[src/rtl/heof_pkg.sv]
`default_nettype none
package heof_pkg;

	// frame lengths in bit times
	localparam logic [15:0] HEOF_FRAME_HS    = 16'hEA60;
	localparam logic [15:0] HEOF_FRAME_FS    = 16'h2EE0;
	// rollover tests of the current-frame counter
	localparam logic [15:0] HEOF_ROLL_HS     = 16'hFFFF;
	localparam logic [15:0] HEOF_ROLL_FS     = 16'h3FFF;
	// eof points, bit times before the end of the frame
	localparam logic [15:0] HEOF_EOF1_HS     = 16'h0230;
	localparam logic [15:0] HEOF_EOF2_HS     = 16'h0040;
	localparam logic [15:0] HEOF_EOF1_FS     = 16'h0020;
	localparam logic [15:0] HEOF_EOF2_FS     = 16'h000A;
	// sof decode and reaction advance, least figures
	localparam logic [15:0] HEOF_ADV_HS      = 16'h0028;
	localparam logic [15:0] HEOF_ADV_FS      = 16'h0010;
	// forced upstream eop length in full-speed bit times
	localparam logic [2:0]  HEOF_EOP_BITS    = 3'h4;
	// missed sofs tolerated before lock is dropped
	localparam logic [1:0]  HEOF_MISS_MAX    = 2'h2;
	// values after reset
	localparam logic [15:0] HEOF_TMR_RST     = 16'h0000;
	localparam logic [1:0]  HEOF_MISS_RST    = 2'h0;
	localparam logic [2:0]  HEOF_EOP_RST     = 3'h0;

endpackage : heof_pkg
`default_nettype wire

[src/rtl/heof_if.sv]
`timescale 1ns/1ps
`default_nettype none
interface heof_if;
	// host to hub
	logic sof;
	logic hs;
	logic dn_busy;
	// hub to host
	logic up_conn;
	logic up_eop;

	modport host
	(
		output sof,
		output hs,
		output dn_busy,
		input  up_conn,
		input  up_eop
	);

	modport hub
	(
		input  sof,
		input  hs,
		input  dn_busy,
		output up_conn,
		output up_eop
	);
endinterface : heof_if
`default_nettype wire

[src/rtl/heof_hub.sv]
`timescale 1ns/1ps
`default_nettype none
module heof_hub
	import heof_pkg::*;
#(
	parameter logic [15:0] ADV_HS   = HEOF_ADV_HS,
	parameter logic [15:0] ADV_FS   = HEOF_ADV_FS,
	parameter bit          EOP_IDLE = 1'b1
)
(
	// clock and reset
	input  wire logic i_clk,
	input  wire logic i_rst_b,
	// link toward the host
	heof_if.hub       lnk,
	// downstream port side
	input  wire logic i_resume,
	input  wire logic i_dn_active,
	input  wire logic i_ebuf_empty,
	input  wire logic i_port_reenable,
	// status
	output logic      o_locked,
	output logic      o_eof1,
	output logic      o_eof2,
	output logic      o_conn,
	output logic      o_babble,
	output logic      o_port_disabled
);

	typedef struct packed {
		logic [15:0] cur;
		logic [15:0] nxt;
		logic [15:0] tmr;
		logic        rolled;
		logic        seen_one;
		logic        sof_since;
		logic        locked;
		logic [1:0]  miss;
		logic        zone;
		logic        conn;
		logic [2:0]  eop_cnt;
		logic        eop;
		logic        eof1;
		logic        eof2;
		logic        babble;
		logic        port_dis;
	} heof_hub_s;

	heof_hub_s q;
	heof_hub_s next_q;

	logic [15:0] roll_lim;
	logic [15:0] eof1_pt;
	logic [15:0] eof2_pt;
	logic        hit1;
	logic        hit2;
	logic        reload;
	logic        conn_ok;

	// speed-selected compare points, advanced by the decode delay
	always_comb
	begin
		roll_lim = lnk.hs ? HEOF_ROLL_HS : HEOF_ROLL_FS;
		eof1_pt  = lnk.hs ? 16'(HEOF_EOF1_HS + ADV_HS)
		                  : 16'(HEOF_EOF1_FS + ADV_FS);
		eof2_pt  = lnk.hs ? 16'(HEOF_EOF2_HS + ADV_HS)
		                  : 16'(HEOF_EOF2_FS + ADV_FS);
	end

	// points carry no meaning until locked to sof
	assign hit1    = q.locked && (q.tmr == eof1_pt);
	assign hit2    = q.locked && (q.tmr == eof2_pt);
	// timer counts down to zero at the last bit of the frame
	assign reload  = (q.tmr == HEOF_TMR_RST);
	// no new connection while unlocked, late in frame or disabled
	assign conn_ok = q.locked && !q.zone && !q.port_dis;

	// one next-state process for the whole hub end
	always_comb
	begin
		next_q        = q;
		next_q.eof1   = hit1;
		next_q.eof2   = hit2;
		next_q.babble = 1'b0;

		// current-frame up counter with rollover detection
		if (lnk.sof)
		begin
			next_q.cur    = HEOF_TMR_RST;
			next_q.rolled = 1'b0;
		end
		else if (q.cur == roll_lim)
		begin
			next_q.rolled = 1'b1;
		end
		else
		begin
			next_q.cur = 16'(q.cur + 16'h0001);
		end

		// frame timer: sof after a clean interval loads and locks
		if (lnk.sof && q.seen_one && !q.rolled)
		begin
			next_q.tmr       = q.cur;
			next_q.nxt       = q.cur;
			next_q.locked    = 1'b1;
			next_q.miss      = HEOF_MISS_RST;
			next_q.sof_since = 1'b0;
		end
		else if (reload)
		begin
			// flywheel on the stored interval through missed sofs
			next_q.tmr       = q.nxt;
			next_q.sof_since = 1'b0;
			if (!q.sof_since && !lnk.sof && q.locked)
			begin
				if (q.miss == HEOF_MISS_MAX)
					next_q.locked = 1'b0;
				else
					next_q.miss = 2'(q.miss + 2'h1);
			end
		end
		else
		begin
			next_q.tmr = 16'(q.tmr - 16'h0001);
		end
		if (lnk.sof)
		begin
			next_q.seen_one  = 1'b1;
			next_q.sof_since = !(q.seen_one && !q.rolled) ? 1'b1
			                   : next_q.sof_since;
		end

		// late-frame zone from eof1 up to the frame end
		if (hit1)
			next_q.zone = 1'b1;
		else if (reload)
			next_q.zone = 1'b0;

		// connectivity; only line levels are used, never packet content
		if (!q.conn)
		begin
			if (i_dn_active && conn_ok)
				next_q.conn = 1'b1;
		end
		else if (lnk.hs)
		begin
			if (!i_dn_active && i_ebuf_empty)
				next_q.conn = 1'b0;
		end
		else if (!i_dn_active)
		begin
			next_q.conn = 1'b0;
		end

		// eof1: teardown, plus forced eop at full speed
		if (hit1)
		begin
			next_q.conn = 1'b0;
			if (!lnk.hs && (q.conn || (EOP_IDLE && !lnk.dn_busy)))
			begin
				next_q.eop_cnt = HEOF_EOP_BITS;
				next_q.eop     = 1'b1;
			end
		end
		else if (q.eop_cnt != HEOF_EOP_RST)
		begin
			// 4 bits from eof1 at 32 end well before upstream eof2
			next_q.eop_cnt = 3'(q.eop_cnt - 3'h1);
			next_q.eop     = (q.eop_cnt != 3'h1);
		end

		// eof2: a port still driving upstream is a babbler
		if (hit2 && (q.conn || i_dn_active))
		begin
			next_q.babble   = 1'b1;
			next_q.port_dis = 1'b1;
			next_q.conn     = 1'b0;
		end
		else if (i_port_reenable)
		begin
			// a disable in the same cycle wins over the reenable
			next_q.port_dis = 1'b0;
		end

		// reset or resume drops lock; lint-visible single path
		if (i_resume)
		begin
			next_q.locked    = 1'b0;
			next_q.seen_one  = 1'b0;
			next_q.sof_since = 1'b0;
			next_q.miss      = HEOF_MISS_RST;
			next_q.zone      = 1'b0;
			next_q.conn      = 1'b0;
		end
	end

	// register the whole state; the raw offsets other than the full-speed eof2 of 10 are multiples of 16,
	// so a bit clock divided by 16 could time them given a 16-step advance
	always_ff @(posedge i_clk or negedge i_rst_b)
	begin
		if (!i_rst_b)
		begin
			q <= '0;
		end
		else
		begin
			q <= next_q;
		end
	end

	// outputs straight from state flops
	assign lnk.up_conn     = q.conn;
	assign lnk.up_eop      = q.eop;
	assign o_locked        = q.locked;
	assign o_eof1          = q.eof1;
	assign o_eof2          = q.eof2;
	assign o_conn          = q.conn;
	assign o_babble        = q.babble;
	assign o_port_disabled = q.port_dis;

endmodule : heof_hub // heof_hub
`default_nettype wire

[src/flat_wrapper.sv]
// flat-port wrapper written by rule: the top's interface ports become plain ports
module heof_hub_flat import heof_pkg::*;
#(
	parameter logic [15:0] ADV_HS   = HEOF_ADV_HS,
	parameter logic [15:0] ADV_FS   = HEOF_ADV_FS,
	parameter bit          EOP_IDLE = 1'b1
)
  (i_clk, i_rst_b, i_resume, i_dn_active, i_ebuf_empty, i_port_reenable, o_locked, o_eof1, o_eof2, o_conn, o_babble, o_port_disabled, lnk_sof, lnk_hs, lnk_dn_busy, lnk_up_conn, lnk_up_eop);
  heof_if lnk_i ();
  input  wire logic i_clk;
  input  wire logic i_rst_b;
  input  wire logic i_resume;
  input  wire logic i_dn_active;
  input  wire logic i_ebuf_empty;
  input  wire logic i_port_reenable;
  output logic o_locked;
  output logic o_eof1;
  output logic o_eof2;
  output logic o_conn;
  output logic o_babble;
  output logic o_port_disabled;
  input wire logic [$bits(lnk_i.sof)-1:0] lnk_sof;
  input wire logic [$bits(lnk_i.hs)-1:0] lnk_hs;
  input wire logic [$bits(lnk_i.dn_busy)-1:0] lnk_dn_busy;
  output wire logic [$bits(lnk_i.up_conn)-1:0] lnk_up_conn;
  output wire logic [$bits(lnk_i.up_eop)-1:0] lnk_up_eop;
  assign lnk_i.sof = lnk_sof;
  assign lnk_i.hs = lnk_hs;
  assign lnk_i.dn_busy = lnk_dn_busy;
  assign lnk_up_conn = lnk_i.up_conn;
  assign lnk_up_eop = lnk_i.up_eop;
  heof_hub #(.ADV_HS(ADV_HS), .ADV_FS(ADV_FS), .EOP_IDLE(EOP_IDLE)) u_core (.i_clk(i_clk), .i_rst_b(i_rst_b), .lnk(lnk_i), .i_resume(i_resume), .i_dn_active(i_dn_active), .i_ebuf_empty(i_ebuf_empty), .i_port_reenable(i_port_reenable), .o_locked(o_locked), .o_eof1(o_eof1), .o_eof2(o_eof2), .o_conn(o_conn), .o_babble(o_babble), .o_port_disabled(o_port_disabled));
endmodule
[config.mk]
export PLATFORM = sky130hd
export DESIGN_NAME = heof_hub_flat
export DESIGN_NICKNAME = d
export VERILOG_FILES = /design/src/rtl/heof_pkg.sv /design/src/rtl/heof_if.sv /design/src/rtl/heof_hub.sv /design/src/flat_wrapper.sv
export SDC_FILE = /design/constraint.sdc
export NUM_CORES = 1
export LEC_CHECK = 0
export ABC_CLOCK_PERIOD_IN_PS = 4420
export BUFFER_PORTS_ARGS = -buffer_cell sky130_fd_sc_hd__buf_2
export CAP_MARGIN = 40
export CORE_UTILIZATION = 50
export DETAILED_ROUTE_END_ITERATION = 12
export GPL_ROUTABILITY_DRIVEN = 0
export GPL_TIMING_DRIVEN = 0
export PLACE_DENSITY = 0.67
export SLEW_MARGIN = 20
export SYNTH_ARGS = -nofsm -noshare
export SYNTH_HDL_FRONTEND = slang
export SYNTH_SLANG_ARGS = --single-unit
[constraint.sdc]
create_clock -name i_clk -period 4.42 [get_ports i_clk]
set_input_delay 0 -clock i_clk [delete_from_list [all_inputs] [get_ports i_clk]]
set_output_delay 0 -clock i_clk [all_outputs]
set_load 0.02 [all_outputs]
== Yosys cells after proc, flatten, opt, wreduce, memory -nomap -nowiden ==
Cells that the tools add are included.
Cells by class
  reduce and logical (&&, ||, !) cells: 36
  mux-type cells: 32
  equality and inequality tests: 8
  add/sub/neg operators: 4
Operators with widths (count)
  $mux 16: 5
  $eq 16x16->1: 3
  $mux 4: 5
  $add 16x1->16 const B: 1
  $logic_not 16->1: 1
  $mux 1: 16
  $sub 16x1->16 const B: 1
  $reduce_bool 3->1: 5
  $mux 7: 2
  $logic_and 1x1->1: 13
  $mux 10: 1
  $logic_not 1->1: 8
  $reduce_bool 2->1: 4
  $reduce_and 3->1: 2
  $mux 2: 2
  $ne 2x2->1 const B: 2
  $mux 3: 1
  $ne 3x1->1 const B: 1
  $ne 3x2->1 const B: 1
  $sub 3x1->3 const B: 1
  $add 2x1->2 const B: 1
  $eq 2x2->1 const B: 1
  $logic_or 1x1->1: 2
  $reduce_and 2->1: 1
Word-level totals
  register bits after elaboration: 64

== Logic depth before layout (Yosys ltp) ==
Gate-level depths: netlist of the first run.
  word-level depth: 9
  gate-level depth with buffers: 8
  gate-level depth less buffers: 7

== Worst setup path after synthesis of the first run ==
OpenSTA, ideal clock, no wires.
  path type: flip-flop to flip-flop
  from: reg u_core.q[16] in the netlist's numbering
  to: reg u_core.q[6] in the netlist's numbering
  arrival: 1994 ps
  stages on the path, launching flop included: 9
  setup time: 133 ps
  setup slack: 2293 ps
  data required time: 4287 ps
  path buffers: 1
  path through: dfrtp_1 -> inv_1 -> ha_1 -> or3b_4 -> nand2b_1 -> a2111oi_2 -> buf_4 -> mux2i_1 -> o32ai_1
Between the ends
  cells in the longest elaborated chain, start to end: 4
  elaborated cells on any way between the ends: 6
  those cells by class: 2 x eq/ne; 1 x mux; 3 x reduce/logical
Ends and longest elaborated chain
  start, declared: line heof_hub.sv:49  | heof_hub_s q;
  start signal, assigned: line heof_hub.sv:208  | q <= next_q;
  $eq 16x16->1 (*): line heof_hub.sv:71  | assign hit1 = q.locked && (q.tmr == eof1_pt);
  $logic_and 1x1->1 (*): line heof_hub.sv:71
  named net u_core.hit1: line heof_hub.sv:55  | logic hit1;
  $ne 2x2->1 (no line) or $reduce_bool 2->1 (tied branches)
  $reduce_and 2->1 (no line)
The timed path passes the listed nets; every way through them passes the cells marked *.
A chain may end at the register's enable or synchronous reset.

== Worst setup path in the final report of the first run ==
  from: reg u_core.q[17] in the netlist's numbering
  to: reg u_core.q[6] in the netlist's numbering
Same word-level chain as after synthesis.

==> run_results.csv, run 1 <==
group,metric,value,unit
layout,nNetsFinal,412,
worst_setup_path,crit_arrival,2560,ps
yosys,muxShareOfSynthArea,0.0150,
worst_setup_path,critPathKind,"reg2reg",
yosys,ys.flop_type,"dfrtp_1",
placement,hpwl,5200,microns
pwr,ir_drop,0.296,mV
yosys,async_reset_ff_frac,1.00,
global_route,gr-usage-all-layers,0.228,
yosys,synth-edff-count,0,
clock_network,cts_setup_buffers,0,
routing,drt_pass1_iterations,4,
worst_setup_path,cp_max_fo,10,
status,status,"finished clean",
timing,whs,7.19,ps
yosys,ys_ff_latch,64,
placement,io_buffers,16,
yosys,ys_warn_count,0,
yosys,avgSynthCellArea,9.18,sq um
clock_network,worstSkewPairLatency,340,ps
yosys,synth-compound-area-share,0.148,
layout,stdcell_area,3740,sq um
pwr,power_density,489,nW/um^2
timing,final_hold_viol_count,0,
layout,n_antenna_cell,0,
layout,drive_gt1_frac,0.133,
layout,areaGrowthSynthToFinish,12.2,%
floorplan,row_count,29,
yosys,yosysMostFrequentCell,"dfrtp_1",
worst_hold_path,min_path_cells,3,
yosys,synth_area_leaders,"dfrtp_1 (48%), nand2_1 (7.0%), xnor2_1 (6.0%)",
worst_setup_path,crit_path_end_kind,"flip-flop",
worst_hold_path,min-delay-start,"lnk_dn_busy",
yosys,syn_nets,379,
worst_setup_path,r2r_cells,8,
worst_hold_path,hp-class,"in2reg",
timing,timing.slew.headroom,0.531,
worst_hold_path,hold_end,"u_core.lnk.up_eop",
timing,fin_crit_sh,0.530,
routing,drc_errors,0,
global_route,grt_overflow,0,
routing,viasPerCell,5.62,
timing,finalMaxSlewViolations,0,
floorplan,core,6390,sq um
yosys,synth-xor-area-share,0.0604,
clock_network,cts.clk_slew.worst_paths,70,ps
timing,setup_viol_count_final,0,
yosys,syn_inst,363,
worst_setup_path,r2r_start,"u_core.q[17]",
clock_network,htree_levels,3,
routing,wl,7370,microns
routing,drtIter0Drc,157,
global_route,grt_pass1_wl,12600,microns
floorplan,dieHeight,83.6,microns
yosys,ys_seq_area_frac,0.480,
yosys,synth-adder-area-share,0.0263,
clock_network,cts_root_buf,"clkbuf_8",
yosys,yosys.area.top_type_share,0.480,
floorplan,dieArea,7000,sq um
placement,post_dp_cell_area,3540,sq um
layout,seq_area,1600,sq um
routing,ant_nets,0,
yosys,synthSimpleGateAreaFrac,0.223,
yosys,ys_types,55,
global_route,grt_max_degree,47,
routing,wire_per_inst,15.5,microns
timing,tns,0,ps
clock_network,cts_max_path_buffers,2,
global_route,antenna_found_initial,0,
pwr,p_total,1.83,mW
clock_network,cts_buffers,9,
clock_network,cts_tree,"yes",
floorplan,die_x,83.6,microns
timing,rsz0062_at_grt,"no",
run,drv_cap,0,
yosys,yosysTopAreaCell,"dfrtp_1",
layout,fillers,578,
worst_setup_path,r2r-end,"u_core.q[6]",
layout,multi_input_area,1580,sq um
timing,tightest_slew,703,ps
clock_network,clock_sinks,64,
global_route,grt_pass1_vias,2637,
worst_setup_path,r2r_slack,2080,ps
worst_setup_path,cp.required,4630,ps
pwr,leakage,1.72,nW
floorplan,io_pins,17,
layout,final_util,0.585,
floorplan,start_util,0.522,
yosys,synth_top_family_by_area,"simple AND/OR/NAND/NOR gates",
yosys,synth_common_cells,"dfrtp_1 (64), nand2_1 (62), nor2_1 (32), a21oi_1 (24), xnor2_1 (23)",
routing,vias,2679,
yosys,syn_area,3330,sq um
timing,fin_crit,2340,ps
worst_setup_path,cp-start-kind,"flip-flop",
timing,max_freq,427,MHz
timing,skew,5.37,ps
[how the worst max path moves through the flow]
stage,endpoint,slack (ps),from,cells past startpoint
after CTS,u_core.q[6],2090,u_core.q[17],8
final,u_core.q[6],2080,u_core.q[17],8
after detailed placement,u_core.q[6],2090,u_core.q[17],8
after global routing,u_core.q[28],1910,u_core.q[16],8
after floorplan,u_core.q[6],2290,u_core.q[16],8
after global placement,u_core.q[6],2140,u_core.q[17],8
[cells by family after synthesis]
family,after synthesis
and+or+nand+nor,150
AOI/OAI and AO/OA,79
DFF,64
buffers and inverters,35
xor gates and xnor gates,23
adders and majority gates,7
muxes,5
[worst max-delay path, cell delays in order, from the launching register on]
cell       delay (ps)
dfrtp_1           420
inv_1              90
ha_1              130
or3b_4            400
nand2b_1          170
a2111oi_2         380
buf_4             230
mux2i_1           260
o32ai_1           130
[sequential cells by signal (all words and copies together), names as in the netlist]
register / flops
u_core.q: 57
u_core.lnk.up_conn: 1
u_core.lnk.up_eop: 1
u_core.o_babble: 1
u_core.o_eof1: 1
u_core.o_eof2: 1
u_core.o_locked: 1
u_core.o_port_disabled: 1
[metal layers]
layer	up-vias	global-route usage	part of all wire
met5	-	0	0
met4	0	0.111	0.023
met3	16	0.0386	0.024
met2	42	0.353	0.47
met1	1295	0.313	0.48
li1	1326	-	-
[repair_timing]
item                      CTS  global route
hold endpoints to repair   73             0
gates resized for setup     0             0
hold buffers                4             0
[stage by stage]
step / std cells / worst slack [ps]
6_report: 477 / 2080
5_1_grt: 477 / 1910
4_1_cts: 477 / 2090
3_5_place_dp: 458 / 2090
3_3_place_gp: 456 / 2140
2_1_floorplan: 363 / 2290
[cells in the final DEF (no fill, tap or decap), types with 2 or more instances in the layout]
cell type,synthesis,layout
clkinv_2,0,3
nor4_1,4,4
buf_4,3,4
inv_1,16,16
a211oi_1,3,3
nand2_1,62,62
a2111oi_0,2,2
xnor2_1,23,23
ha_1,7,7
buf_2,5,21
a311oi_1,4,4
or4_1,2,2
nor4_2,2,2
clkbuf_1,10,12
clkbuf_8,0,9
nand3_1,11,11
dfrtp_1,64,64
o21ai_0,13,13
dlygate4sd3_1,0,4
nor3_1,12,12
o21ai_1,14,14
a31oi_1,3,3
nand4_1,3,3
nand2b_1,2,2
mux2i_1,5,5
a21o_1,2,2
a22oi_1,2,2
nor2_1,32,32
or4_4,2,2
or3_1,4,4
a21oi_1,24,24
[area by class of cell]
class / instances / share of cell area
clock buffer: 11 / 0.0351
sequential: 64 / 0.428
multi-input combinational: 264 / 0.421
buffer: 19 / 0.0258
inverter: 16 / 0.0161
tap: 77 / 0.0258
clock inverter: 4 / 0.00602
timing repair buffer: 22 / 0.0415
[report_power, final]
group	switching [mW]	internal, mW
Combinational	0.360	0.275
Clock	0.225	0.198
Sequential	0.0961	0.673
Total	0.682	1.15
No activity file was read; power rests on OpenSTA's default activity.
==> inputs of run 2 (changes only) <==
ABC_CLOCK_PERIOD_IN_PS = 2000   (was 4420)
PLACE_DENSITY = 0.7   (was 0.67)
clock period = 2 ns   (was 4.42 ns; I/O delays follow)
==> run 2 against run 1 <==
Compared with the run above: the run now ends with setup timing left; die area is the same; hold slack gained 22 ps; combinational power grew to 3.3 times the previous value.
==> run_results.csv, run 2 (synthesis gave the netlist of run 1 again) <==
group,metric,value,unit
status,status,"finished with violations",
status,violations,"setup timing",
global_route,gr-usage-all-layers,0.247,
worst_setup_path,cp-start-kind,"flip-flop",
worst_setup_path,slowest_stage,"dfrtp_1",
global_route,grt_overflow,0,
routing,ant_nets,0,
timing,skew,8.21,ps
clock_network,cts_max_path_buffers,2,
floorplan,dieArea,7000,sq um
clock_network,htree_levels,3,
routing,viasPerCell,5.72,
placement,io_buffers,16,
worst_setup_path,crit_arrival,2340,ps
floorplan,row_count,29,
global_route,antenna_found_initial,0,
layout,final_util,0.670,
worst_setup_path,slowest_delay,400,ps
layout,top_register,"u_core.q",
layout,areaGrowthSynthToFinish,28.3,%
global_route,grt_max_degree,46,
routing,wl,8370,microns
timing,finalMaxSlewViolations,0,
timing,tns,-550,ps
worst_setup_path,crit_buf_inv,4,
layout,fillers,499,
worst_setup_path,crit_path_end_kind,"flip-flop",
pwr,ir_drop,0.668,mV
floorplan,start_util,0.522,
clock_network,worstSkewPairLatency,360,ps
routing,drc_errors,0,
routing,wire_per_inst,16.7,microns
timing,tightest_slew,722,ps
floorplan,dieHeight,83.6,microns
clock_network,cts.clk_slew.worst_paths,70,ps
timing,fin_crit_sh,1.03,
worst_setup_path,path_cells,"inv_2, ha_4, or3b_4, buf_6, nor3_4, buf_12, and2_4, buf_12, a21oi_2, o21ai_1",
layout,largest_register_ffs,57,
global_route,grt_pass1_wl,13300,microns
clock_network,cts_buffers,9,
pwr,power_density,1190,nW/um^2
layout,final_common_cell,"nand2_1",
worst_setup_path,worst_path_most_repeated_cell,"buf_12",
worst_setup_path,critPathKind,"reg2reg",
layout,nNetsFinal,435,
placement,post_dp_cell_area,3550,sq um
clock_network,cts_root_buf,"clkbuf_8",
timing,timing.slew.headroom,0.514,
routing,drt_pass1_iterations,4,
floorplan,io_pins,17,
floorplan,die_x,83.6,microns
timing,final_hold_viol_count,0,
layout,drive_gt1_frac,0.288,
layout,stdcell_area,4280,sq um
timing,setup_viol_count_final,18,
floorplan,core,6390,sq um
timing,max_freq,486,MHz
timing,fin_crit,2060,ps
routing,vias,2866,
routing,drtIter0Drc,175,
worst_setup_path,path_delay_family,"simple AND/OR/NAND/NOR gates",
worst_setup_path,cp.required,2280,ps
global_route,grt_pass1_vias,2785,
timing,rsz0062_at_grt,"yes",
clock_network,clock_sinks,64,
timing,fin_ws,-59.5,ps
run,drv_cap,0,
worst_setup_path,cp_max_fo,7,
layout,n_antenna_cell,0,
worst_hold_path,hp-class,"in2reg",
pwr,leakage,1.95,nW
placement,place_ws,-206,ps
placement,hpwl,5220,microns
layout,final_cell_mix,"nand2_1 (61), dfrtp_1 (60), nor2_1 (29)",
timing,whs,28.7,ps
clock_network,cts_tree,"yes",
==> run 2: changes by cell type in the layout (fill, tap and decap cells not counted), sizes merged <==
cell / delta
buf: +24
clkbuf: -2
bufinv: +2
==> run 2: cell type report <==
type	count	area (sq um)	area share
Clock buffer	10	138	0.0322
Clock inverter	6	82.6	0.0193
Inverter	16	60.1	0.0140
Timing Repair Buffer	47	394	0.0922
Tap cell	77	96.3	0.0225
Buffer	17	98.8	0.0231
Sequential cell	64	1610	0.376
Multi-Input combinational cell	264	1800	0.421
==> run 2: through the flow <==
step | instances | total power, mW
2_1_floorplan | 363 | 2.77
3_3_place_gp | 456 | 3.05
3_5_place_dp | 458 | 3.12
4_1_cts | 490 | 4.63
5_1_grt | 501 | 5.36
6_report | 501 | 5.10
==> run 2: final timing paths <==
path                       slack (ps)                  to    startpoint  cells after the start
min in group asynchronous          60        u_core.q[21]       i_rst_b                      2
hold reg to reg                   480        u_core.q[40]  u_core.q[40]                      2
max in group asynchronous        1420        u_core.q[51]       i_rst_b                      3
setup / recovery                  -60        u_core.q[18]  u_core.q[16]                     10
setup reg to reg                  -60        u_core.q[18]  u_core.q[16]                     10
hold / removal                     30  u_core.lnk.up_conn  i_ebuf_empty                      4
==> run 2: routing by layer <==
layer	track usage	share of wire	vias to the layer above	routed length [microns]
li1	-	-	1383	-
met1	0.312	0.44	1388	3670
met2	0.392	0.49	71	4090
met3	0.0584	0.042	24	350
met4	0.136	0.031	0	259
met5	0	0	-	0
==> run 2: power by group <==
group | total [mW] | switching [mW] | internal, mW
clock network | 1.25 | 0.526 | 0.728
logic | 2.08 | 1.07 | 1.00
registers | 1.77 | 0.279 | 1.49
total | 5.10 | 1.88 | 3.22
==> run 2: repair_timing <==
item	CTS	global route
hold buffers	4	0
buffers inserted	12	13
pin swaps	6	22
gates cloned	1	0
resized for setup	27	46
endpoints found under the hold margin	73	0
setup endpoints to repair	30	37
==> run 2: worst reg2reg max path: stages, from the launching register on <==
cell and delay (ps):
dfrtp_1 400, inv_2 100, ha_4 130, or3b_4 380, buf_6 130, nor3_4 150
buf_12 160, and2_4 200, buf_12 130, a21oi_2 50, o21ai_1 140
